===== src/shared/flags_pkg.sv =====
/*
 * Constants for the processor status flag block: register offset, bit
 * positions, reset value, operation classes and branch condition codes.
 * Assumes the block sits behind an Avalon-MM slave with 32-bit data.
 */
package flags_pkg;

    // ------------------------------------------------------------
    // register map
    // ------------------------------------------------------------
    localparam logic [7:0] STATUS_OFFSET = 8'hFC;   // word address byte offset
    localparam logic [7:0] STATUS_RESET  = 8'h00;

    // ------------------------------------------------------------
    // field positions
    // ------------------------------------------------------------
    localparam int CARRY_BIT    = 7;
    localparam int ZERO_BIT     = 6;
    localparam int SIGN_BIT     = 5;
    localparam int OVERFLOW_BIT = 4;
    localparam int DECIMAL_BIT  = 3;
    localparam int HALF_BIT     = 2;
    localparam int USER_TWO_BIT = 1;
    localparam int USER_ONE_BIT = 0;
    localparam int COND_LSB     = 4;

    // ------------------------------------------------------------
    // operation classes from the sequencer
    // ------------------------------------------------------------
    typedef enum logic [3:0] {
        OP_NONE     = 4'h0,
        OP_ADD      = 4'h1,
        OP_ADC      = 4'h2,
        OP_SUB      = 4'h3,
        OP_SBC      = 4'h4,
        OP_LOGIC    = 4'h5,
        OP_BITTEST  = 4'h6,
        OP_ROTSHIFT = 4'h7,
        OP_SETC     = 4'h8,
        OP_CLRC     = 4'h9,
        OP_CPLC     = 4'hA,
        OP_WATCHDOG = 4'hB,
        OP_INT_RETURN = 4'hC,
        OP_BCD      = 4'hD,
        OP_INCDEC   = 4'hE
    } flag_op_e;

    // ------------------------------------------------------------
    // branch condition codes
    // ------------------------------------------------------------
    localparam logic [3:0] COND_NEVER            = 4'h0;
    localparam logic [3:0] COND_SIGNED_BELOW     = 4'h1;
    localparam logic [3:0] COND_SIGNED_AT_MOST   = 4'h2;
    localparam logic [3:0] COND_UNSIGNED_AT_MOST = 4'h3;
    localparam logic [3:0] COND_OVERFLOW         = 4'h4;
    localparam logic [3:0] COND_MINUS            = 4'h5;
    localparam logic [3:0] COND_ZERO             = 4'h6;
    localparam logic [3:0] COND_CARRY            = 4'h7;
    localparam logic [3:0] COND_ALWAYS           = 4'h8;
    localparam logic [3:0] COND_SIGNED_AT_LEAST  = 4'h9;
    localparam logic [3:0] COND_SIGNED_ABOVE     = 4'hA;
    localparam logic [3:0] COND_UNSIGNED_ABOVE   = 4'hB;
    localparam logic [3:0] COND_NO_OVERFLOW      = 4'hC;
    localparam logic [3:0] COND_PLUS             = 4'hD;
    localparam logic [3:0] COND_NONZERO          = 4'hE;
    localparam logic [3:0] COND_NO_CARRY         = 4'hF;

endpackage


===== src/status_flags.sv =====
/*
 * Processor status flag register with flag update logic, bcd correction
 * and branch condition evaluation, plus an Avalon-MM register slave.
 * Assumes the sequencer presents one operation per cycle, single mclk domain.
 */
// The Avalon-MM interface to the registers was left to the implementer.
`timescale 1ns/1ns
`default_nettype none

module status_flags
    import flags_pkg::*;
(
    input  wire logic        mclk,
    input  wire logic        resetn,
    // operation from the sequencer
    input  wire logic [3:0]  opClass,
    input  wire logic [7:0]  operandA,
    input  wire logic [7:0]  operandB,
    input  wire logic [7:0]  rotResult,
    input  wire logic        rotCarryOut,
    input  wire logic        rotOverflow,
    input  wire logic [7:0]  stackFlags,
    input  wire logic        cpuFlagWrite,
    input  wire logic [7:0]  cpuFlagData,
    output logic [7:0]       aluResult,
    // branch decision
    input  wire logic [7:0]  branchOpcode,
    output logic             branchTaken,
    // status word
    output logic [7:0]       flags,
    // Avalon-MM slave
    input  wire logic [7:0]  avsAddress,
    input  wire logic        avsRead,
    input  wire logic        avsWrite,
    input  wire logic [31:0] avsWritedata,
    input  wire logic [3:0]  avsByteenable,
    output logic [31:0]      avsReaddata,
    output logic             avsWaitrequest,
    output logic [1:0]       avsResponse
);

    // ------------------------------------------------------------
    // condition decode
    // ------------------------------------------------------------
    // only carry/zero/sign/overflow enter; decimal and half never do
    function automatic logic condTrue(input logic [3:0] condField, input logic c,
                                      input logic z, input logic s,
                                      input logic v);
        logic below;
        below = s ^ v;
        case (condField)
            COND_NEVER:            condTrue = 1'b0;
            COND_ALWAYS:           condTrue = 1'b1;
            COND_CARRY:            condTrue = c;
            COND_NO_CARRY:         condTrue = ~c;
            COND_ZERO:             condTrue = z;
            COND_NONZERO:          condTrue = ~z;
            COND_MINUS:            condTrue = s;
            COND_PLUS:             condTrue = ~s;
            COND_OVERFLOW:         condTrue = v;
            COND_NO_OVERFLOW:      condTrue = ~v;
            COND_SIGNED_AT_LEAST:  condTrue = ~below;
            COND_SIGNED_BELOW:     condTrue = below;
            COND_SIGNED_ABOVE:     condTrue = ~(z | below);
            COND_SIGNED_AT_MOST:   condTrue = z | below;
            COND_UNSIGNED_ABOVE:   condTrue = ~c & ~z;
            COND_UNSIGNED_AT_MOST: condTrue = c | z;
            default:               condTrue = 1'b0;
        endcase
    endfunction

    logic [7:0] flags_q;
    logic [7:0] flags_d;
    logic       busHit;
    logic       busWriteHit;
    logic       readPending_q;
    logic [8:0] sum9;
    logic [4:0] low5;
    logic [7:0] bcdFix;
    logic       bcdCarry;
    logic [7:0] result;

    // ------------------------------------------------------------
    // arithmetic datapath
    // ------------------------------------------------------------
    // add and subtract use separate expressions; SBC takes the carry flag in as borrow
    always_comb begin
        logic cin;
        logic isSub;
        cin      = 1'b0;
        isSub    = (opClass == OP_SUB) || (opClass == OP_SBC);
        if (opClass == OP_ADC) begin
            cin = flags_q[CARRY_BIT];
        end else if (opClass == OP_SBC) begin
            cin = flags_q[CARRY_BIT];
        end
        if (isSub) begin
            sum9 = {1'b0, operandA} - {1'b0, operandB} - {8'h00, cin};
            low5 = {1'b0, operandA[3:0]} - {1'b0, operandB[3:0]} - {4'h0, cin};
        end else begin
            sum9 = {1'b0, operandA} + {1'b0, operandB} + {8'h00, cin};
            low5 = {1'b0, operandA[3:0]} + {1'b0, operandB[3:0]} + {4'h0, cin};
        end
    end

    // bcd correction driven by carry, half carry and decimal flag
    always_comb begin
        bcdFix   = 8'h00;
        bcdCarry = flags_q[CARRY_BIT];
        if (flags_q[HALF_BIT] || (!flags_q[DECIMAL_BIT] && operandA[3:0] > 4'h9)) begin
            bcdFix[3:0] = 4'h6;
        end
        if (flags_q[CARRY_BIT] || (!flags_q[DECIMAL_BIT] && operandA > 8'h99)) begin
            bcdFix[7:4] = 4'h6;
            bcdCarry    = 1'b1;
        end
    end

    // result byte picked per class
    always_comb begin
        case (opClass)
            OP_ADD, OP_ADC, OP_SUB, OP_SBC: result = sum9[7:0];
            OP_BCD:      result = flags_q[DECIMAL_BIT] ? operandA - bcdFix
                                                       : operandA + bcdFix;
            OP_ROTSHIFT: result = rotResult;
            OP_INCDEC:   result = operandA;
            default:     result = operandA;   // logic/bit-test result given in operandA
        endcase
    end

    // ------------------------------------------------------------
    // flag update
    // ------------------------------------------------------------
    always_comb begin
        logic addOv;
        logic subOv;
        flags_d = flags_q;
        addOv   = (operandA[7] == operandB[7]) && (sum9[7] != operandA[7]);
        subOv   = (operandA[7] != operandB[7]) && (sum9[7] != operandA[7]);
        case (opClass)
            OP_ADD, OP_ADC: begin
                flags_d[CARRY_BIT]    = sum9[8];
                flags_d[OVERFLOW_BIT] = addOv;
                flags_d[DECIMAL_BIT]  = 1'b0;
                flags_d[HALF_BIT]     = low5[4];
            end
            OP_SUB, OP_SBC: begin
                flags_d[CARRY_BIT]    = sum9[8];
                flags_d[OVERFLOW_BIT] = subOv;
                flags_d[DECIMAL_BIT]  = 1'b1;
                flags_d[HALF_BIT]     = low5[4];
            end
            OP_LOGIC, OP_BITTEST: begin
                flags_d[OVERFLOW_BIT] = 1'b0;
            end
            OP_ROTSHIFT: begin
                flags_d[CARRY_BIT]    = rotCarryOut;
                flags_d[OVERFLOW_BIT] = rotOverflow;
            end
            OP_BCD: begin
                flags_d[CARRY_BIT] = bcdCarry;
            end
            OP_SETC: flags_d[CARRY_BIT] = 1'b1;
            OP_CLRC: flags_d[CARRY_BIT] = 1'b0;
            OP_CPLC: flags_d[CARRY_BIT] = ~flags_q[CARRY_BIT];
            OP_WATCHDOG: begin
                flags_d[ZERO_BIT]     = 1'b1;
                flags_d[SIGN_BIT]     = 1'b0;
                flags_d[OVERFLOW_BIT] = 1'b0;
            end
            OP_INT_RETURN: flags_d = stackFlags;
            default: flags_d = flags_q;
        endcase
        // zero and sign follow the result byte for result-producing classes except OP_INCDEC
        if (opClass inside {OP_ADD, OP_ADC, OP_SUB, OP_SBC, OP_LOGIC,
                            OP_BITTEST, OP_ROTSHIFT, OP_BCD}) begin
            flags_d[ZERO_BIT] = (result == 8'h00);
            flags_d[SIGN_BIT] = result[7];
        end
        // user bits only move on explicit writes (interrupt return restores the stacked byte)
        if (opClass != OP_INT_RETURN) begin
            flags_d[USER_TWO_BIT] = flags_q[USER_TWO_BIT];
            flags_d[USER_ONE_BIT] = flags_q[USER_ONE_BIT];
        end
        // explicit writes win over the instruction's own update
        if (busWriteHit) begin
            flags_d = avsWritedata[7:0];
        end else if (cpuFlagWrite) begin
            flags_d = cpuFlagData;
        end
    end

    // status register
    always_ff @(posedge mclk or negedge resetn) begin
        if (!resetn) begin
            flags_q <= STATUS_RESET;
        end else begin
            flags_q <= flags_d;
        end
    end

    // registered result byte
    always_ff @(posedge mclk or negedge resetn) begin
        if (!resetn) begin
            aluResult <= 8'h00;
        end else begin
            aluResult <= result;
        end
    end

    // branch decision on live flags; condition in opcode high nibble
    assign branchTaken = condTrue(branchOpcode[COND_LSB +: 4], flags_q[CARRY_BIT],
                                  flags_q[ZERO_BIT], flags_q[SIGN_BIT],
                                  flags_q[OVERFLOW_BIT]);
    assign flags = flags_q;

    // ------------------------------------------------------------
    // Avalon-MM slave
    // ------------------------------------------------------------
    // writes complete at once; reads take one wait cycle so data is registered
    assign busHit      = (avsAddress == STATUS_OFFSET);
    assign busWriteHit = avsWrite && busHit && avsByteenable[0];
    assign avsWaitrequest = avsRead && !readPending_q;

    always_ff @(posedge mclk or negedge resetn) begin
        if (!resetn) begin
            readPending_q <= 1'b0;
            avsReaddata   <= 32'h0000_0000;
            avsResponse   <= 2'h0;
        end else begin
            readPending_q <= avsRead && !readPending_q;
            if (avsRead && !readPending_q) begin
                avsReaddata <= busHit ? {24'h000000, flags_q} : 32'h0000_0000;
                avsResponse <= busHit ? 2'h0 : 2'h2;     // slave error on unmapped
            end else if (avsWrite) begin
                avsResponse <= busHit ? 2'h0 : 2'h2;
            end
        end
    end

endmodule // status_flags

`default_nettype wire


===== config.mk =====
export PLATFORM = sky130hd
export DESIGN_NAME = status_flags
export DESIGN_NICKNAME = d
export VERILOG_FILES = /design/src/shared/flags_pkg.sv /design/src/status_flags.sv
export SDC_FILE = /design/constraint.sdc
export NUM_CORES = 1
export LEC_CHECK = 0
export BUFFER_PORTS_ARGS = -buffer_cell sky130_fd_sc_hd__buf_2
export CAP_MARGIN = 15
export CORE_MARGIN = 3
export CORE_UTILIZATION = 52
export DETAILED_ROUTE_END_ITERATION = 10
export HOLD_SLACK_MARGIN = 0.06
export PLACE_DENSITY = 0.88
export SLEW_MARGIN = 15
export SYNTH_ARGS = -nofsm -noshare
export SYNTH_HDL_FRONTEND = slang
export SYNTH_SLANG_ARGS = --single-unit

===== constraint.sdc =====
create_clock -name mclk -period 6.5 [get_ports mclk]
set_input_delay 0.325 -clock mclk [delete_from_list [all_inputs] [get_ports mclk]]
set_output_delay 0.325 -clock mclk [all_outputs]
set_load 0.02 [all_outputs]

==> reports/qor.txt, run 1 <==
Worst rel slew slack - 44.1%
GPL Wtd Cong - 0.930
CTS Buffer Depth - 2
Fin worst setup slack - 2.89 ns
Largest net degree at the start of global routing - 31
Mapped Area - 3350 µm²
Max-slew violations - 0
CP cell instances - nand2b_1 -> nor3_1 -> inv_1 -> fa_1 -> inv_1 -> ha_1 -> o21ai_0 -> a21o_1 -> a21oi_1 -> or4b_4 -> nand3b_4 -> nor4b_2 -> a41o_1
Final Hold Vio Count - 0
Synth Register Bits - 26
Initial antenna violation count - 0
# DRC - 0
Area leader, netlist - dfrtp_1
Hold Path Class - primary input to flop
Area grow syn2layout - 15.1%
P_leak - 0.00192 µW
Unrepaired setup endpoints after global routing - false
Min Tclk post-route - 3.61 ns
Setup TNS - 0 ns
Nets - 658
Max-Cap Viols - 0
TritonCTS Buffers - 3
Grt met2 use - 42.5%
Post-CTS sizing - 0
Post-CTS Setup Inserts - 0
Fin Hold WS - 0.248 ns
Crit path top cell by count - inv_1
Worst-Skew Late Latency - 0.27 ns
Layout Skew - 0.00230 ns
Fraction of layout instances using a drive strength above 1 - 22.5%
Post-synth top cells - nand2_1 (50), inv_1 (37), ha_1 (30), dfrtp_1 (26)
Post-Place Worst Slack - 2.82 ns
Worst-path clk slew - 0.09 ns
H-Tree Depth - 1
Core area - 6100 µm²
Busiest layer in global routing - met2
Fillers - 562
Final period util - 55.5%
Antenna viol nets, final - 0
CTS Sinks - 26
Crit path largest cell delay - 0.56 ns
Worst Path Buf+Inv - 2
Critical Path RT - 6.72 ns
Die Y - 86.3 µm
Routed vias/inst - 5.84
Post-synthesis cell type count - 73
Setup CP Type - flop to flop
M1 GR Usage - 33.5%
Finished Layout Cells - 595
Number of I/O pins - 155
Port Buffer Count - 98
First-pass GRT wire length - 14800 µm
Overflow after GRT - 0
GRT Total Usage - 24.8%
CTS tree - yes
Critical path arrival - 3.83 ns
Slowest cell on crit path - dfrtp_1
Diodes inserted - 0
Worst path depth - 13
Placed Instances - 590
M3 GR Usage - 2.19%
Vias in the first global route - 3080
Die Area - 7450 µm²
DRT iter0 DRCs - 240
Syn_area_per_cell - 7.72 µm²
Max Freq - 0.277 GHz
Worst-path fanout max - 8
Worst setup SP type - flop
Outcome - finished, final reports clean
Drt first pass iters - 5
Share of flip-flops with an asynchronous set or reset - 100%
Post-synthesis cell count - 434
Sequential share of the synthesized area - 19.4%
Die width - 86.3 µm
Top post-synthesis cells by area - dfrtp_1 (19%), ha_1 (11%), buf_4 (5.6%), nand2_1 (5.6%), inv_1 (4.1%)
Synth Flop Type - dfrtp_1
Cts hold-fix bufs - 1
Root Buffer - clkbuf_8
Most frequent cell after synthesis - nand2_1
HPWL after DPL - 7690 µm
Num rows - 28
Worst Tran Pin Value - 0.817 ns
Final Util - 63.3%
Post-synth top area share - 19.4%
R2R depth - 13
Synth Warn # - 0
Worst vdd ir - 0.168 mV
Routed WL - 9490 µm
Final setup fails - 0
Crit. End Element - flop
Initial core utilization - 55.0%
Post-synth EDFFs - 0
Power Dens Cells - 169 nW/µm²
DR vias - 3473
Routed length per instance - 16.0 µm
Worst Hold Depth - 3
CP top delay family - simple AND/OR/NAND/NOR gates
## per-stage QoR
step                instance area (µm²)  total power, µW
global placement                   3780              509
floorplan                          3440              432
finish                             3860              652
global route                       3860              693
CTS                                3860              649
detailed placement                 3780              517
## power breakdown
| group | switching, µW | internal, µW | leakage [µW] |
|---|---|---|---|
| sequential | 14.7 | 176 | 0.000324 |
| clock | 50.9 | 82.5 | 0.0000357 |
| combinational | 198 | 130 | 0.00156 |
| total | 263 | 389 | 0.00192 |
## final timing paths
| kind | to | slack (ns) | startpoint |
|---|---|---|---|
| worst max-delay path | flags[6] | 2.89 | flags[7] |
| worst min-delay path | flags[0] | 0.25 | avsWritedata[0] |
| worst max register to register | flags[6] | 2.89 | flags[7] |
| worst min register to register | avsReaddata[7] | 0.47 | avsReaddata[7] |
| max in group asynchronous | avsReaddata[4] | 5.56 | resetn |
| min in group asynchronous | aluResult[6] | 0.57 | resetn |
## per-layer routing
metal	vias to the layer above	wire length [µm]	part of all wire, %
li1	1692	-	-
met1	1602	4130	43
met2	164	4460	47
met3	15	732	7.7
met4	0	170	1.8
met5	-	0	0
## kinds of logic (layout without fill, tap and decap cells)
kind of cell	Yosys count	after routing	synth area share, %
buffers and inverters	80	142	11.9
DFF	26	26	19.4
AOI/OAI and AO/OA	122	122	25.5
other	1	25	0.112
muxes	9	9	2.72
xor gates and xnor gates	15	15	3.92
adders and majority gates	34	34	13.6
and+or+nand+nor	147	147	22.8
## cell usage in the layout, fill, tap and decap left out, types with 5 or more instances in the layout
cell type,synthesis,routed
o21ai_0,25,25
xnor2_1,9,9
nor2b_1,7,7
conb_1,1,25
inv_1,37,37
buf_2,5,98
nand3b_1,5,5
nand2_1,50,50
mux2i_1,8,8
nor3_1,11,11
a31oi_1,7,7
nand2b_1,10,10
a21o_1,5,5
xor2_1,6,6
or3_1,5,5
o31ai_1,5,5
a21oi_1,24,24
dfrtp_1,26,26
ha_1,30,30
nand3_1,17,17
nor2_1,23,23
## state kept, by name (all words and copies together), names as in the netlist
signal and count:
avsReaddata 8, flags 8, aluResult 8, readPending_q 1
avsResponse 1
## worst register-to-register path: stages, from the launching register on
cell and delay, ns:
dfrtp_1 0.56, nand2b_1 0.14, nor3_1 0.27, inv_1 0.10, fa_1 0.54, inv_1 0.06, ha_1 0.16, o21ai_0 0.27
a21o_1 0.16, a21oi_1 0.07, or4b_4 0.56, nand3b_4 0.17, nor4b_2 0.28, a41o_1 0.21
## area by class of cell
| cell class | instances | area (µm²) | area share, % |
|---|---|---|---|
| Multi-Input combinational cell | 352 | 2390 | 62.0 |
| Sequential cell | 26 | 651 | 16.9 |
| Timing Repair Buffer | 100 | 508 | 13.2 |
| Inverter | 38 | 143 | 3.70 |
| Tap cell | 75 | 93.8 | 2.43 |
| Clock buffer | 3 | 41.3 | 1.07 |
| Clock inverter | 1 | 30.0 | 0.778 |
No activity file was read; power rests on OpenSTA's default activity.
==> run 2, diff against run 1 <==
ABC_AREA = 1   (was unset)
CORE_UTILIZATION = 44   (was 52)
PLACE_DENSITY = 0.79   (was 0.88)
clock period = 3 ns   (was 6.5 ns; I/O delays follow)
==> run 2 against run 1 <==
Non-clock buffer count grew 21. Core utilization is 7.4 points lower. Power increased by 120%. Largest cell class unchanged.
==> reports/qor.txt, run 2 <==
Post-synth top area share - 19.1% (was 19.4%)
Area grow syn2layout - 21.2% (was 15.1%)
Root Buffer - clkbuf_8 (unchanged)
Die width - 93.9 µm (was 86.3 µm)
Most frequent cell after synthesis - nand2_1 (unchanged)
Slowest cell on crit path - dfrtp_1 (unchanged)
Unrepaired setup endpoints after global routing - false (unchanged)
Initial core utilization - 46.1% (was 55.0%)
R2R setup slack - 0.30 ns (was 2.89 ns)
Initial antenna violation count - 0 (unchanged)
Vias in the first global route - 3535 (was 3080)
Nets - 803 (was 658)
Routed vias/inst - 5.00 (was 5.84)
Post-CTS Setup Inserts - 0 (unchanged)
Post-DP Area - 4050 µm² (was 3780 µm²)
Num rows - 31 (was 28)
Core area - 7370 µm² (was 6100 µm²)
Largest net degree at the start of global routing - 27 (was 31)
Min Tclk post-route - 2.70 ns (was 3.61 ns)
Die Y - 93.9 µm (was 86.3 µm)
Number of I/O pins - 155 (unchanged)
Critical Path RT - 3.17 ns (was 6.72 ns)
Syn_area_per_cell - 6.24 µm² (was 7.72 µm²)
Post-synth EDFFs - 0 (unchanged)
Area leader, netlist - dfrtp_1 (unchanged)
Fraction of layout instances using a drive strength above 1 - 22.1% (was 22.5%)
Most frequent cells in the layout - nand2_1 (159), buf_2 (98), inv_1 (90), nand3_1 (47), nor2_1 (39) (was buf_2 (98), nand2_1 (50), inv_1 (37), ha_1 (30), dfrtp_1 (26))
Worst-path fanout max - 7 (was 8)
Final Hold Vio Count - 0 (unchanged)
Setup TNS - 0 ns (unchanged)
TritonCTS Buffers - 3 (unchanged)
Final period util - 89.8% (was 55.5%)
Power Dens Cells - 340 nW/µm² (was 169 nW/µm²)
Post-synthesis cell count - 545 (was 434)
Outcome - finished, final reports clean (unchanged)
H-Tree Depth - 1 (unchanged)
R2R depth - 21 (was 13)
Crit path largest cell delay - 0.46 ns (was 0.56 ns)
GPL Wtd Cong - 0.919 (was 0.930)
CTS Buffer Depth - 2 (unchanged)
Worst vdd ir - 0.153 mV (was 0.168 mV)
DR vias - 3816 (was 3473)
Worst hold path endpoint - flags[3] (was flags[0])
Leading cell type in the layout, fill and taps excluded - nand2_1 (was buf_2)
Final setup fails - 0 (unchanged)
Worst-Skew Late Latency - 0.27 ns (about the same)
Worst Hold Depth - 3 (unchanged)
Synth Flop Type - dfrtp_1 (unchanged)
Final Util - 55.9% (was 63.3%)
Capture point of the worst reg-to-reg path - flags[6] (unchanged)
Mapped Area - 3400 µm² (was 3350 µm²)
Final instance area - 4120 µm² (was 3860 µm²)
Share of flip-flops with an asynchronous set or reset - 100% (unchanged)
Worst setup SP type - flop (unchanged)
Reg2reg start - flags[3] (was flags[7])
Drt first pass iters - 5 (unchanged)
Max-Cap Viols - 0 (unchanged)
CTS tree - yes (unchanged)
Routed length per instance - 12.9 µm (was 16.0 µm)
Max-slew violations - 0 (unchanged)
CTS Sinks - 26 (unchanged)
# DRC - 0 (unchanged)
Hold Path Class - primary input to flop (unchanged)
Crit. End Element - flop (unchanged)
Worst rel slew slack - 58.4% (was 44.1%)
DRT iter0 DRCs - 235 (was 240)
Worst-path clk slew - 0.08 ns (was 0.09 ns)
Diodes inserted - 0 (unchanged)
CP top delay family - simple AND/OR/NAND/NOR gates (unchanged)
GRT Total Usage - 22.2% (was 24.8%)
Setup CP Type - flop to flop (unchanged)
Critical path arrival - 2.86 ns (was 3.83 ns)
Synth Warn # - 0 (unchanged)
Worst Tran Pin Value - 0.622 ns (was 0.817 ns)
Sequential share of the synthesized area - 19.1% (was 19.4%)
Overflow after GRT - 0 (unchanged)
Antenna viol nets, final - 0 (unchanged)
Crit path top cell by count - nand2_1 (was inv_1)
Layout Skew - 0.00979 ns (was 0.00230 ns)
Post-synthesis cell type count - 36 (was 73)
First-pass GRT wire length - 15900 µm (was 14800 µm)
CP cell instances - inv_1 -> nand3_1 -> nand2_1 -> inv_1 -> ha_1 -> nand2_1 -> nand2_1 -> ha_1 -> buf_4 -> a21oi_1 -> nand2_1 -> nand2_1 -> nand3_1 -> nand2_1 -> inv_1 -> nand2_1 -> nand2_1 -> nand3_1 -> nand2_1 -> nand2_1 -> nand2_1 (was nand2b_1 -> nor3_1 -> inv_1 -> fa_1 -> inv_1 -> ha_1 -> o21ai_0 -> a21o_1 -> a21oi_1 -> or4b_4 -> nand3b_4 -> nor4b_2 -> a41o_1)
Synth Register Bits - 26 (unchanged)
HPWL after DPL - 8390 µm (was 7690 µm)
Routed WL - 9810 µm (was 9490 µm)
Port Buffer Count - 98 (unchanged)
Hold Path Origin - cpuFlagData[3] (was avsWritedata[0])
Top post-synthesis cells by area - dfrtp_1 (19%), nand2_1 (18%), ha_1 (11%), inv_1 (9.9%), nand3_1 (7.1%) (was dfrtp_1 (19%), ha_1 (11%), buf_4 (5.6%), nand2_1 (5.6%), inv_1 (4.1%))
Die Area - 8820 µm² (was 7450 µm²)
Worst Path Buf+Inv - 4 (was 2)
P_leak - 0.00243 µW (was 0.00192 µW)
Max Freq - 0.371 GHz (was 0.277 GHz)
Post-synth top cells - nand2_1 (159), inv_1 (90), nand3_1 (48), nor2_1 (39), o21ai_0 (34) (was nand2_1 (50), inv_1 (37), ha_1 (30), dfrtp_1 (26))
run 2: changes by cell type in the layout (fill, tap and decap cells not counted), sizes merged, moves of 7 or more:
cell    change
nand3      +33
nor2       +20
mux2i       -8
nand2b     -10
nand2     +118
nand4       +7
buf        +21
inv        +55
nor2b       -7
run 2: cell families (layout without fill, tap and decap cells):
logic type,count (synthesis),in the layout,share of synthesized area (%)
AO/OA/AOI/OAI,75,75,12.4
XOR/XNOR,6,6,1.55
adder cells (fa/ha/maj),34,34,13.4
buffers and inverters,122,217,16.7
flip-flops,26,26,19.1
other,1,25,0.110
AND/OR/NAND/NOR,281,281,36.7
run 2: per-layer routing:
metal | vias to the layer above | global-route usage [%] | share of wire, %
met4 | 0 | 5.78 | 1.7
met2 | 143 | 39.4 | 48
met1 | 1718 | 28.5 | 43
li1 | 1938 | - | -
met5 | - | 0 | 0
met3 | 17 | 2.48 | 6.9
run 2: through the flow:
stage | total power, µW | hold slack, ns | setup slack, ns | cells
2_1_floorplan | 958 | -0.146 | 0.408 | 569
3_3_place_gp | 1190 | 0.166 | 0.109 | 759
3_5_place_dp | 1210 | 0.169 | 0.0462 | 759
4_1_cts | 1390 | 0.157 | 0.181 | 763
5_1_grt | 1530 | 0.187 | 0.00974 | 763
6_report | 1400 | 0.162 | 0.305 | 763
run 2: repair_timing:
action,4_1_cts,5_1_grt
hold buffers,1,0
setup endpoints to repair,0,2
gates resized for setup,0,7
hold endpoints to repair,26,0
run 2: worst register-to-register path: cells and delay by family (launching register included):
kind	cells	cell delay, ns
compound gates	1	0.17
fa+ha+maj	2	0.57
buf+inv	4	0.38
flops	1	0.46
simple gates	14	0.99
run 2: where the power goes:
group	switching (µW)	internal, µW
Combinational	504	301
Sequential	26.8	385
Clock	96.8	89.7
run 2: final cells by class:
type / instances / area [µm²]
fillers: 738 / 3250
well taps: 99 / 124
multi-input cells: 421 / 2290
clock buffers: 3 / 41.3
flip-flops and latches: 26 / 651
inverters: 93 / 352
repair buffers: 121 / 666
run 2: worst max-delay path by stage:
stage                           start  cells past startpoint       end
after global routing         flags[3]                     21  flags[6]
after floorplan              flags[7]                     19  flags[6]
after CTS                    flags[7]                     19  flags[6]
after detailed placement  operandA[2]                     24  flags[6]
final                        flags[3]                     21  flags[6]
after global placement    operandA[2]                     24  flags[6]
==> run 3, diff against run 2 <==
ABC_AREA = unset   (was 1)
==> run 3 against run 2 <==
The run now ends with negative setup slack left. Sequential power is 1% lower. Sequential share of layout area is 0.24 points lower. Cell area is 1.8% higher.
==> reports/qor.txt, run 3 (synthesized netlist as in run 1, its figures left out) <==
Min Tclk post-route - 3.04 ns (was 2.70 ns)
R2R depth - 13 (was 21)
Initial antenna violation count - 0 (unchanged)
Num rows - 31 (unchanged)
Max Freq - 0.329 GHz (was 0.371 GHz)
Fraction of layout instances using a drive strength above 1 - 29.3% (was 22.1%)
Initial core utilization - 45.7% (was 46.1%)
HPWL after DPL - 8300 µm (was 8390 µm)
Area grow syn2layout - 25.1% (was 21.2%)
Finished Layout Cells - 646 (was 763)
Total power - 1520 µW (was 1400 µW)
Largest net degree at the start of global routing - 30 (was 27)
Logic pwr share - 54.3% (was 57.4%)
First-pass GRT wire length - 15500 µm (was 15900 µm)
Worst hold path endpoint - flags[1] (was flags[3])
Net Sw Frac - 40.1% (was 44.7%)
H-Tree Depth - 1 (unchanged)
Placed Instances - 640 (was 759)
Capture point of the worst reg-to-reg path - flags[6] (unchanged)
Worst rel slew slack - 61.8% (was 58.4%)
Fin worst setup slack - -0.0399 ns (was 0.305 ns)
GPL Wtd Cong - 0.914 (was 0.919)
Hold Path Class - primary input to flop (unchanged)
CTS Buffer Depth - 2 (unchanged)
CTS Sinks - 26 (unchanged)
TritonCTS Buffers - 3 (unchanged)
Crit. End Element - flop (unchanged)
Clock network power share - 18.9% (was 13.3%)
Antenna viol nets, final - 0 (unchanged)
Critical path arrival - 3.25 ns (was 2.86 ns)
Die width - 93.3 µm (was 93.9 µm)
Critical Path RT - 3.21 ns (was 3.17 ns)
Crit path top cell by count - inv_2 (was nand2_1)
Unrepaired setup endpoints after global routing - true (was false)
Worst-path fanout max - 3 (was 7)
Reg2reg start - flags[7] (was flags[3])
Crit path largest cell delay - 0.57 ns (was 0.46 ns)
Number of I/O pins - 155 (unchanged)
Die Area - 8700 µm² (was 8820 µm²)
Final period util - 101% (was 89.8%)
Drt first pass iters - 5 (unchanged)
Slowest cell on crit path - fa_2 (was dfrtp_1)
Power Dens Cells - 362 nW/µm² (was 340 nW/µm²)
Fin Hold WS - 0.0789 ns (was 0.162 ns)
Worst Tran Pin Value - 0.573 ns (was 0.622 ns)
Overflow after GRT - 0 (unchanged)
Max-slew violations - 0 (unchanged)
Routed vias/inst - 5.58 (was 5.00)
Final setup fails - 1 (was 0)
# DRC - 0 (unchanged)
Multi-input logic area - 2490 µm² (was 2290 µm²)
Int Power - 909 µW (was 776 µW)
DRT iter0 DRCs - 265 (was 235)
Failing checks - negative setup slack
Outcome - finished with violations (was finished, final reports clean)
Worst vdd ir - 0.167 mV (was 0.153 mV)
CP cell instances - nand2b_4 -> nor3_4 -> inv_2 -> fa_2 -> inv_2 -> ha_4 -> o21ai_4 -> a21o_1 -> a21oi_1 -> or4b_4 -> nand3b_4 -> nor4b_2 -> a41o_1 (was inv_1 -> nand3_1 -> nand2_1 -> inv_1 -> ha_1 -> nand2_1 -> nand2_1 -> ha_1 -> buf_4 -> a21oi_1 -> nand2_1 -> nand2_1 -> nand3_1 -> nand2_1 -> inv_1 -> nand2_1 -> nand2_1 -> nand3_1 -> nand2_1 -> nand2_1 -> nand2_1)
Worst-path clk slew - 0.09 ns (was 0.08 ns)
Die Y - 93.3 µm (was 93.9 µm)
DR vias - 3603 (was 3816)
GRT Total Usage - 22.2% (about the same)
P_leak - 0.00207 µW (was 0.00243 µW)
Leading cell type in the layout, fill and taps excluded - buf_2 (was nand2_1)
Layout Skew - 0.00592 ns (was 0.00979 ns)
Worst setup SP type - flop (unchanged)
R2R setup slack - -0.04 ns (was 0.30 ns)
Worst Hold Depth - 3 (unchanged)
Reg power frac - 26.8% (was 29.3%)
Root Buffer - clkbuf_8 (unchanged)
Nets - 685 (was 803)
Port Buffer Count - 98 (unchanged)
Final Hold Vio Count - 0 (unchanged)
Routed WL - 10100 µm (was 9810 µm)
Core area - 7330 µm² (was 7370 µm²)
Fillers - 682 (was 738)
Setup CP Type - flop to flop (unchanged)
Routed length per instance - 15.6 µm (was 12.9 µm)
Reg area - 652 µm² (was 651 µm²)
Most frequent cells in the layout - buf_2 (98), nand2_1 (50), inv_1 (35), ha_1 (29), buf_4 (28) (was nand2_1 (159), buf_2 (98), inv_1 (90), nand3_1 (47), nor2_1 (39))
Diodes inserted - 0 (unchanged)
Worst-Skew Late Latency - 0.27 ns (about the same)
Sw power - 608 µW (was 627 µW)
Hold Path Origin - avsWritedata[1] (was cpuFlagData[3])
CTS tree - yes (unchanged)
Max-Cap Viols - 0 (unchanged)
Vias in the first global route - 3383 (was 3535)
run 3: layer usage:
metal	share of wire [%]	GRT usage (%)	vias up
li1	-	-	1730
met1	41	28.9	1661
met2	47	38.5	187
met3	9.1	2.25	25
met4	2.8	7.08	0
met5	0	0	-
run 3: area by class of cell:
| cell class | instances | share of cell area [%] |
|---|---|---|
| clock buffer | 3 | 0.984 |
| clock inverter | 1 | 0.716 |
| inverter | 38 | 3.40 |
| multi-input combinational | 352 | 59.5 |
| sequential | 26 | 15.5 |
| tap | 99 | 2.95 |
| timing repair buffer | 127 | 16.9 |
run 3: stage by stage:
stage                     setup TNS [ns]  setup WS (ns)  utilization, %  instance area, µm²
after detailed placement          -0.524         -0.174            55.0                4040
after floorplan                        0        0.00562               -                3500
after CTS                              0        0.00635            56.5                4140
after global placement            -0.692         -0.213            55.0                4040
after global routing              -0.322         -0.158            57.2                4190
final                            -0.0399        -0.0399            57.2                4190
run 3: worst max-delay path by stage:
stage | from | endpoint
floorplan | opClass[3] | flags[6]
global placement | operandA[2] | flags[5]
detailed placement | operandA[2] | flags[5]
CTS | flags[7] | flags[6]
global route | flags[7] | flags[6]
finish | flags[7] | flags[6]
run 3: critical path: cells and delay by family (launching register included):
family	cells	cell delay, ns
adders and majority gates	2	0.73
AOI/OAI and AO/OA	4	0.60
and+or+nand+nor	5	1.13
buffers and inverters	2	0.12
DFF	1	0.41
run 3: timing repair:
item	in CTS	in global routing
hold buffers	1	0
setup buffers	1	0
pin swaps	3	6
gates resized for setup	3	11
setup endpoints to repair	3	8
endpoints found under the hold margin	26	0
run 3: power groups by stage:
stage                     logic [µW]  registers, µW  clock network, µW
after global placement           757            412                  0
after floorplan                  499            451                  0
final                            824            406                287
after CTS                        790            407                292
after detailed placement         776            414                  0
after global routing             901            411                305
